[config.mk]
export PLATFORM = sky130hd
export DESIGN_NAME = serial_port_register_access
export DESIGN_NICKNAME = d
export VERILOG_FILES = /design/src/design/serial_port_pkg.sv /design/src/design/pin_sync.sv /design/src/design/serial_port_register_access.sv
export VERILOG_INCLUDE_DIRS = /design/src /design/src/design
export SDC_FILE = /design/constraint.sdc
export NUM_CORES = 2
export LEC_CHECK = 0
export ABC_AREA = 1
export CAP_MARGIN = 10
export CORE_MARGIN = 2
export CORE_UTILIZATION = 50
export CTS_BUF_LIST = sky130_fd_sc_hd__clkbuf_8
export DETAILED_ROUTE_END_ITERATION = 10
export DONT_BUFFER_PORTS = 1
export GPL_ROUTABILITY_DRIVEN = 0
export PLACE_DENSITY = 0.65
export SLEW_MARGIN = 20
export SYNTH_ARGS = -nofsm -noshare
export SYNTH_HDL_FRONTEND = slang
export SYNTH_SLANG_ARGS = --single-unit
[constraint.sdc]
create_clock -name clock -period 2.61 [get_ports clock]
set_input_delay 0.522 -clock clock [delete_from_list [all_inputs] [get_ports clock]]
set_output_delay 0.522 -clock clock [all_outputs]
set_load 0.02 [all_outputs]
[src/design/serial_port_cfg.svh]
// constants for the four-wire serial register port
// assumes inclusion by bare name from every design file that needs it
// Overview of operation
// - a write frame is at least 40 serial clocks with the select held low; clocks past the 40th are ignored
// - host changes input on falling edges, device samples on rising edges
// - first 30 bits are the payload, MSB first, one per rising edge
// - next 7 bits are the register index, MSB first, sampled on rising edges
// - last 3 bits are the chip code; this device answers only to 111b
// - select rises after the 40th edge; payload is committed on that rise
// - every read frame also writes its payload to the addressed register, except to registers other than 0 while soft clear is held
// - device changes output on rising edges, host samples on falling edges
// - output floats unless the previous frame addressed this device
// - writing 80h to register 0 asserts soft clear, 00h releases it
// - after power-up all registers return to defaults within about 250 us
// - retrieval frame shifts 40 bits out: payload, index, chip code, MSB first
// - register 0 bits 6 to 0 hold the index returned in the next frame
`ifndef SERIAL_PORT_CFG_SVH
`define SERIAL_PORT_CFG_SVH

`define FRAME_BITS 40
`define PAYLOAD_BITS 30
`define INDEX_BITS 7
`define CHIP_BITS 3
`define OWN_CHIP_CODE 3'h7
`define CTRL_INDEX 7'h00
`define CTRL_READ_IDX_LSB 0
`define CTRL_CLEAR_BIT 7
`define CTRL_ID_LSB 8
`define CLK_MHZ 100
`define POR_TIME_US 250
`define POR_CYCLES (`POR_TIME_US * `CLK_MHZ)
`define MAX_SCLK_MHZ 30

`endif

[src/design/serial_port_pkg.sv]
// types shared by the serial register port
// assumes nothing of its surroundings
package serial_port_pkg;
  typedef logic [29:0] payload_t;
  typedef logic [6:0] reg_index_t;
  typedef logic [39:0] frame_t;
  typedef enum logic [0:0] {PWR_WAIT, RUN} power_state_e;
endpackage

[src/design/pin_sync.sv]
// two-flop synchroniser for a group of asynchronous pins
// assumes pins are slow against clock; only the second stage is exported
`timescale 1ns/100ps
`default_nettype none
module pin_sync #(
  parameter int WIDTH = 1
) (
  // clock and reset
  input wire logic clock,
  input wire logic sys_rst,
  // pins and synchronised copy
  input wire logic [WIDTH-1:0] pinIn,
  output logic [WIDTH-1:0] pinSync
);
  logic [WIDTH-1:0] stage1_r;
  logic [WIDTH-1:0] stage2_r;

  always_ff @(posedge clock) begin
    if (sys_rst) begin
      stage1_r <= '0;
      stage2_r <= '0;
    end else begin
      stage1_r <= pinIn;
      stage2_r <= stage1_r;
    end
  end

  assign pinSync = stage2_r;
endmodule
`default_nettype wire

[src/design/serial_port_register_access.sv]
// serial register port: 40-bit frames, register file, readback, soft clear
// assumes serial pins are asynchronous and far slower than clock
`timescale 1ns/100ps
`default_nettype none
`include "serial_port_cfg.svh"
module serial_port_register_access #(
  parameter int REG_COUNT = 32,
  parameter int POR_CYCLES = `POR_CYCLES,
  // arbitrary identity value
  parameter logic [21:0] CHIP_ID = 22'h0a5a5a
) (
  // clock and reset
  input wire logic clock,
  input wire logic sys_rst,
  // serial pins
  input wire logic serialClk,
  input wire logic port_select_n,
  input wire logic serialIn,
  output logic serialOut,
  output logic serialOutEn,
  // register write notification
  output logic writeStrobe,
  output serial_port_pkg::reg_index_t writeIndex,
  output serial_port_pkg::payload_t writeData,
  // status
  output logic software_clear,
  output logic powerReady
);
  localparam int CNT_W = 6;
  localparam int PORW = $clog2(POR_CYCLES + 1);

  logic [2:0] pinSync;
  logic sclkPrev_r;
  logic selPrev_r;
  logic sclkRise;
  logic selRise;

  // select enters inverted so the synchroniser's reset value is the idle level
  pin_sync #(.WIDTH(3)) u_sync (
    .clock(clock),
    .sys_rst(sys_rst),
    .pinIn({serialClk, ~port_select_n, serialIn}),
    .pinSync(pinSync)
  );

  // rising clock with select low is the only sampling point
  assign sclkRise = pinSync[2] & ~sclkPrev_r & pinSync[1];
  assign selRise = ~pinSync[1] & selPrev_r;

  // register 0 keeps 8 bits; upper bits read back the identity
  function automatic serial_port_pkg::payload_t readWord(
    input serial_port_pkg::reg_index_t idx,
    input serial_port_pkg::payload_t word
  );
    if (idx == `CTRL_INDEX)
      readWord = {CHIP_ID, word[7:0]};
    else if (int'(idx) < REG_COUNT)
      readWord = word;
    else
      readWord = '0;
  endfunction

  // frame receive and readback state
  serial_port_pkg::frame_t rxShift_r, rxShift_nxt;
  serial_port_pkg::frame_t txShift_r, txShift_nxt;
  logic [CNT_W-1:0] bitCount_r, bitCount_nxt;
  logic readArmed_r, readArmed_nxt;
  logic serialOut_r, serialOut_nxt;
  logic serialOutEn_r, serialOutEn_nxt;
  logic writeStrobe_r, writeStrobe_nxt;
  serial_port_pkg::reg_index_t writeIndex_r, writeIndex_nxt;
  serial_port_pkg::payload_t writeData_r, writeData_nxt;
  logic frameValid;
  serial_port_pkg::reg_index_t rxIndex;
  serial_port_pkg::payload_t rxPayload;

  // register file and power-up state
  serial_port_pkg::payload_t regs_r [REG_COUNT];
  serial_port_pkg::payload_t regs_nxt [REG_COUNT];
  serial_port_pkg::power_state_e power_r, power_nxt;
  logic [PORW-1:0] porCount_r, porCount_nxt;
  serial_port_pkg::reg_index_t readIdx;

  assign rxPayload = rxShift_r[39:10];
  assign rxIndex = rxShift_r[9:3];
  // short or foreign frames never commit; long frames commit their first 40 bits
  assign frameValid = (bitCount_r == CNT_W'(`FRAME_BITS))
    && (rxShift_r[2:0] == `OWN_CHIP_CODE) && (power_r == serial_port_pkg::RUN);
  assign readIdx = regs_r[0][`CTRL_READ_IDX_LSB +: `INDEX_BITS];
  serial_port_pkg::payload_t readVal;
  assign readVal = readWord(readIdx, regs_r[readIdx[4:0]]);

  always_comb begin
    rxShift_nxt = rxShift_r;
    txShift_nxt = txShift_r;
    bitCount_nxt = bitCount_r;
    readArmed_nxt = readArmed_r;
    serialOut_nxt = serialOut_r;
    serialOutEn_nxt = serialOutEn_r;
    writeStrobe_nxt = 1'b0;
    writeIndex_nxt = writeIndex_r;
    writeData_nxt = writeData_r;
    if (!pinSync[1]) begin
      bitCount_nxt = '0;
      serialOutEn_nxt = 1'b0;
      serialOut_nxt = 1'b0;
    end else if (sclkRise && bitCount_r < CNT_W'(`FRAME_BITS)) begin
      rxShift_nxt = {rxShift_r[38:0], pinSync[0]};
      bitCount_nxt = bitCount_r + CNT_W'(1);
      if (readArmed_r) begin
        serialOutEn_nxt = 1'b1;
        if (bitCount_r == '0) begin
          // first edge loads the whole answer and shows its MSB
          txShift_nxt = {readVal, readIdx, `OWN_CHIP_CODE};
          serialOut_nxt = readVal[29];
        end else begin
          txShift_nxt = {txShift_r[38:0], 1'b0};
          serialOut_nxt = txShift_r[38];
        end
      end
    end
    if (selRise) begin
      readArmed_nxt = frameValid;
      if (frameValid) begin
        writeStrobe_nxt = 1'b1;
        writeIndex_nxt = rxIndex;
        writeData_nxt = rxPayload;
      end
    end
  end

  always_comb begin
    for (int i = 0; i < REG_COUNT; i++) begin
      regs_nxt[i] = regs_r[i];
    end
    power_nxt = power_r;
    porCount_nxt = porCount_r;
    unique case (power_r)
      serial_port_pkg::PWR_WAIT: begin
        // defaults are held until the power-up delay has run out
        for (int i = 0; i < REG_COUNT; i++) begin
          regs_nxt[i] = '0;
        end
        if (porCount_r == PORW'(POR_CYCLES - 1))
          power_nxt = serial_port_pkg::RUN;
        else
          porCount_nxt = porCount_r + PORW'(1);
      end
      serial_port_pkg::RUN: begin
        if (selRise && frameValid && int'(rxIndex) < REG_COUNT) begin
          if (rxIndex == `CTRL_INDEX) begin
            // clear bit set: everything else back to defaults
            if (rxPayload[`CTRL_CLEAR_BIT]) begin
              for (int i = 1; i < REG_COUNT; i++) begin
                regs_nxt[i] = '0;
              end
            end
            regs_nxt[0] = {22'h0, rxPayload[7:0]};
          end else if (!regs_r[0][`CTRL_CLEAR_BIT]) begin
            regs_nxt[rxIndex[4:0]] = rxPayload;
          end
        end
      end
    endcase
  end

  always_ff @(posedge clock) begin
    if (sys_rst) begin
      sclkPrev_r <= 1'b0;
      selPrev_r <= 1'b0;
      rxShift_r <= '0;
      txShift_r <= '0;
      bitCount_r <= '0;
      readArmed_r <= 1'b0;
      serialOut_r <= 1'b0;
      serialOutEn_r <= 1'b0;
      writeStrobe_r <= 1'b0;
      writeIndex_r <= '0;
      writeData_r <= '0;
    end else begin
      sclkPrev_r <= pinSync[2];
      selPrev_r <= pinSync[1];
      rxShift_r <= rxShift_nxt;
      txShift_r <= txShift_nxt;
      bitCount_r <= bitCount_nxt;
      readArmed_r <= readArmed_nxt;
      serialOut_r <= serialOut_nxt;
      serialOutEn_r <= serialOutEn_nxt;
      writeStrobe_r <= writeStrobe_nxt;
      writeIndex_r <= writeIndex_nxt;
      writeData_r <= writeData_nxt;
    end
  end

  always_ff @(posedge clock) begin
    if (sys_rst) begin
      for (int i = 0; i < REG_COUNT; i++) begin
        regs_r[i] <= '0;
      end
      power_r <= serial_port_pkg::PWR_WAIT;
      porCount_r <= '0;
    end else begin
      for (int i = 0; i < REG_COUNT; i++) begin
        regs_r[i] <= regs_nxt[i];
      end
      power_r <= power_nxt;
      porCount_r <= porCount_nxt;
    end
  end

  // every output straight from a flop
  logic clear_r;
  logic ready_r;
  always_ff @(posedge clock) begin
    if (sys_rst) begin
      clear_r <= 1'b0;
      ready_r <= 1'b0;
    end else begin
      clear_r <= regs_r[0][`CTRL_CLEAR_BIT];
      ready_r <= (power_r == serial_port_pkg::RUN);
    end
  end

  assign serialOut = serialOut_r;
  assign serialOutEn = serialOutEn_r;
  assign writeStrobe = writeStrobe_r;
  assign writeIndex = writeIndex_r;
  assign writeData = writeData_r;
  assign software_clear = clear_r;
  assign powerReady = ready_r;
endmodule
`default_nettype wire

Word level (Yosys, flattened, before mapping). Memories as Yosys holds them, arrays and structs flattened. Index checks and enable logic that the tools add are counted.

Add/sub/neg operators: 2. Magnitude comparators: 5. Equality and inequality tests: 3. Multiplexer cells: 50. Bitwise gates (word level): 42. Reduce and logical (&&, ||, !) cells: 16.

Operator list (count): 2-to-1 mux 960 bit (3); case mux 960 bit (2 select lines) (1); 2-to-1 mux 30 bit (35); bitwise mux 960 bit (1); 2-to-1 mux 930 bit (1); demux 30 bit (select 5 bit) (1); 2-to-1 mux 39 bit (1); OR 1 bit (32); adder 15 x 1 -> 15 bit (second input constant) (1); equality test 15 bit (second input constant) (1); zero test 7 bit (2); less-than comparator 7 x 6 -> 1 bit (second input constant) (2); AND reduction 2 bit (4); 2-to-1 mux 1 bit (7); adder 6 x 1 -> 6 bit (second input constant) (1); equality test 6 bit (second input constant) (1); greater-or-equal comparator 6 bit (second input constant) (1); logical AND 1 bit (6); zero test 6 bit (1); less-than comparator 6 x 1 -> 1 bit (second input constant) (1); less-than comparator 6 bit (second input constant) (1); NOT 1 bit (6); NOT 5 -> 6 bit (1); OR reduction 2 bit (2); other kinds (3) (5).

Flip-flop bits (word level): 152. Bits in writable memories: 960. Bits of input ports: 5. Word-level logic and storage cells: 136. Memories: 1.

Memory list: regs_r (depth 32, width 30, rd ports 33, clocked after Yosys merged registers in 0, wr ports 32, RTL line serial_port_register_access.sv:78) `serial_port_pkg::payload_t regs_r [REG_COUNT];`.

Logic depth before layout (Yosys ltp).
Word-level depth: 11. Depth in mapped cells: 15.

Cells and area by module. A second synthesis with hierarchy kept.

Cells, all modules: 7564. Area, all modules: 52721.8 um2.

Modules (own cells, without submodules): serial_port_register_access (instances 1, cells an instance 7546, area each 52556.7 um2, seq. area each 22141.2 um2); pin_sync (instances 1, cells an instance 18, area each 165.2 um2, seq. area each 120.1 um2).

Worst setup path after synthesis. OpenSTA, ideal clock, no wires.

Path type: reg2reg. From: register bitCount_r[0]. To: memory regs_r[11][7] in the netlist's numbering. Setup time: 0.132 ns. Data arrival time: 1.814 ns. Data required time: 2.478 ns. Path slack: 0.664 ns. Cell stages (with the launch flop): 14. Period minus slack after synthesis: 1.946 ns. Path through: dfxtp_1 > inv_1 > ha_1 > inv_1 > nor2_1 > and3_1 > buf_4 > nand2_1 > nor2_4 > buf_2 > nand3_1 > buf_2 > nand2_1 > a21oi_1.

RTL lines: start, declared (RTL line serial_port_register_access.sv:66) `logic [CNT_W-1:0] bitCount_r, bitCount_nxt;`; start signal, assigned (RTL line serial_port_register_access.sv:185) `bitCount_r <= bitCount_nxt;`; end, declared (RTL line serial_port_register_access.sv:78).

==> flow_metrics.py <==
metrics = {
    "run_status": {
        "outcome": "finished clean",
    },
    "synthesis": {
        "yosysSeqAreaShare": 0.421,
        "yosys_warnings": 0,
        "synth-seq-cells": 1112,
        "async_flop_share": 0,
        "ys_types": 35,
        "syn-num-nets": 7640,
        "postSynthAreaPerCell_um2": 6.92,
        "syn_area_mm2": 0.0528,
        "syn_inst": 7632,
        "synth-edff-count": 0,
        "yosys_most_used_dff": "dfxtp_1",
    },
    "sta": {
        "finalWorstPathRequiredPeriod_ns": 2.41,
        "tightestPinTransition_ns": 0.706,
        "fin_skew_ns": 0.0415,
        "relSlewSlack": 0.530,
        "finalHoldViolCount": 0,
        "slew_violations": 0,
        "min_period_over_period": 0.924,
        "fin_setup_tns_ns": 0,
        "fmax_ghz": 0.415,
        "whs_ns": 0.0794,
        "rsz0062_at_grt": "no",
        "setup_viol": 0,
    },
    "routing": {
        "vias": 54933,
        "first_iter_violations": 7399,
        "wirelength_um": 194000,
        "wl_per_cell_um": 21.9,
        "drc": 0,
        "viasPerCell": 6.20,
        "ant_nets": 0,
        "dr.pass1.iters": 7,
    },
    "critical_path": {
        "end_kind": "flop",
        "path_buf_inv": 5,
        "r2r_cells": 12,
        "startpoint": "bitCount_r[0]$_SDFFE_PP0N_",
        "cp_top_family": "buffers and inverters",
        "rr_startpoint": "bitCount_r[0]$_SDFFE_PP0N_",
        "crit_type": "flop to flop",
        "cp_max_fo": 43,
        "crit_path_top_delay_cell": "dfxtp_1",
        "worst-r2r-setup-slack_ns": 0.20,
        "critPathMaxStageDelay_ns": 0.31,
        "arrival_ns": 3.21,
        "cp-start-kind": "flop",
        "path_cells": "inv_1 > ha_1 > inv_1 > nor2_1 > and3_1 > nand2_1 > nor2_4 > buf_12 > buf_12 > buf_12 > nand4_1 > a21oi_1",
        "crit_cells": 12,
        "cp_common_cell": "buf_12",
        "critPathRequiredTime_ns": 3.41,
    },
    "layout": {
        "final.fill_count": 10087,
        "area_growth_pct": 11.2,
        "instances_no_fill": 8858,
        "multi_input_area_mm2": 0.0256,
        "nets": 7326,
        "final_cell_area_mm2": 0.0587,
        "seq_area_mm2": 0.0223,
        "mostFrequentLayoutCells": "1,694 x nand2_1, 1,108 x dfxtp_1, 1,091 x a21oi_1",
        "drive_gt1_frac": 0.0919,
        "layout_commonest_cell": "nand2_1",
    },
    "power": {
        "powerDensity_mw_per_mm2": 574,
        "peakVddDrop_mv": 0.525,
        "leakagePower_uw": 0.0191,
    },
    "clock_network": {
        "htree_levels": 4,
        "cts_setup_buffers": 0,
        "cts_buffer_depth": 3,
        "clk_latency_ns": 0.88,
        "cts-root-buf": "clkbuf_8",
        "cts.sinks": 1112,
        "numCtsBuffers": 185,
        "path_clk_slew_ns": 0.06,
        "cts_tree": "done",
    },
    "floorplan": {
        "coreArea_mm2": 0.105,
        "start_util": 0.503,
        "fp-row-count": 119,
        "die_area_mm2": 0.108,
        "die_y_um": 329,
        "io_pins": 47,
        "die_w_um": 329,
    },
    "global_route": {
        "grt-ovfl-total": 0,
        "grt_use_total": 0.348,
        "grt_pass1_vias": 49486,
        "grt_max_degree": 108,
        "grt_pass1_wl_um": 298000,
        "antenna_found_initial": 1,
    },
    "min_path": {
        "min_from": "sys_rst",
        "worstHoldPathCells": 4,
        "hold_class": "primary input to flop",
    },
    "placed_design": {
        "io_buffers": 0,
        "placedInstanceArea_mm2": 0.0548,
        "dp_hpwl_um": 111000,
        "placed_cells": 8515,
    },
    "job": {
        "maxCapViolCount": 0,
    },
}
[timing repair]
action	in CTS	in global routing
hold buffers	7	0
endpoints found under the setup margin	0	1
hold endpoints to repair	48	0
gates resized for setup	0	1
[registers in the layout, indices dropped and copies added, names as in the netlist, 6 cells and up]
register / flops
regs_r: 960
rxShift_r: 40
txShift_r: 39
writeData: 30
porCount_r: 15
writeIndex: 7
bitCount_r: 6
[worst register-to-register path, delay by kind of cell (launching register included)]
| kind | cells | cell delay [ns] |
|---|---|---|
| fa+ha+maj | 1 | 0.15 |
| compound gates | 1 | 0.17 |
| flops | 1 | 0.31 |
| buf+inv | 5 | 0.93 |
| simple gates | 5 | 0.80 |
[power breakdown]
group	leakage (µW)	internal (µW)	switching [µW]	total [µW]
sequential	0.00896	17000	12.1	17000
clock	0.00223	8620	7290	15900
combinational	0.00795	182	607	789
[path summary, 6_finish.rpt]
check / end
max: regs_r[19][25]$_SDFFE_PP0P_
min: rxShift_r[3]$_SDFFE_PP0P_
max reg2reg: regs_r[19][25]$_SDFFE_PP0P_
min reg2reg: u_sync.pinSync[2]$_SDFF_PP0_
[synth_stat cells, types with 2 or more instances]
cell,n,area share
buf_12,5,0.0019
buf_1,42,0.0030
clkinv_1,4,0.00028
nor3_2,2,0.00038
inv_2,4,0.00028
nor4_1,6,0.00071
ha_1,3,0.00071
clkbuf_1,441,0.031
or2_2,6,0.00071
o211ai_1,80,0.011
a31oi_1,3,0.00036
inv_1,343,0.024
nor2_1,644,0.046
xor2_1,8,0.0013
nand3_1,324,0.031
nor3_1,64,0.0061
xnor2_1,2,0.00033
nand2_1,1696,0.12
buf_2,295,0.028
o22ai_1,42,0.0050
dfxtp_1,1112,0.42
a221oi_1,2,0.00033
nor2_2,11,0.0013
o21ai_0,457,0.043
a21oi_1,1091,0.10
nand4_1,875,0.10
buf_6,52,0.011
o21a_1,11,0.0016
[logic make-up after synthesis]
group           count (synthesis)  synth area share
flops                        1112             0.421
buf+inv                      1187             0.100
fa+ha+maj                       3          0.000711
compound gates               1689             0.166
simple gates                 3631             0.310
xor+xnor                       10           0.00166
[final cells by class]
cell class | count | share of cell area
diodes | 2 | 0.0000852
clock buffers | 248 | 0.0581
clock inverters | 86 | 0.00713
inverters | 351 | 0.0227
multi-input cells | 5333 | 0.435
flip-flops and latches | 1112 | 0.379
well taps | 1391 | 0.0296
repair buffers | 335 | 0.0679
[routing by layer]
metal	vias up	global-route usage	part of all wire
li1	25372	-	-
met1	26001	0.492	0.42
met2	3157	0.497	0.42
met3	403	0.0761	0.12
met4	0	0.173	0.047
met5	-	0	0
[metrics by stage]
stage          utilization  total power (µW)  worst slack (ns)
2_1_floorplan            -             17800             0.664
6_report             0.560             33700             0.199
3_3_place_gp         0.522             18100             0.269
3_5_place_dp         0.522             18100             0.262
4_1_cts              0.560             33800             0.246
5_1_grt              0.560             34600           0.00119
Note: power is estimated with default switching activity, not from simulation.
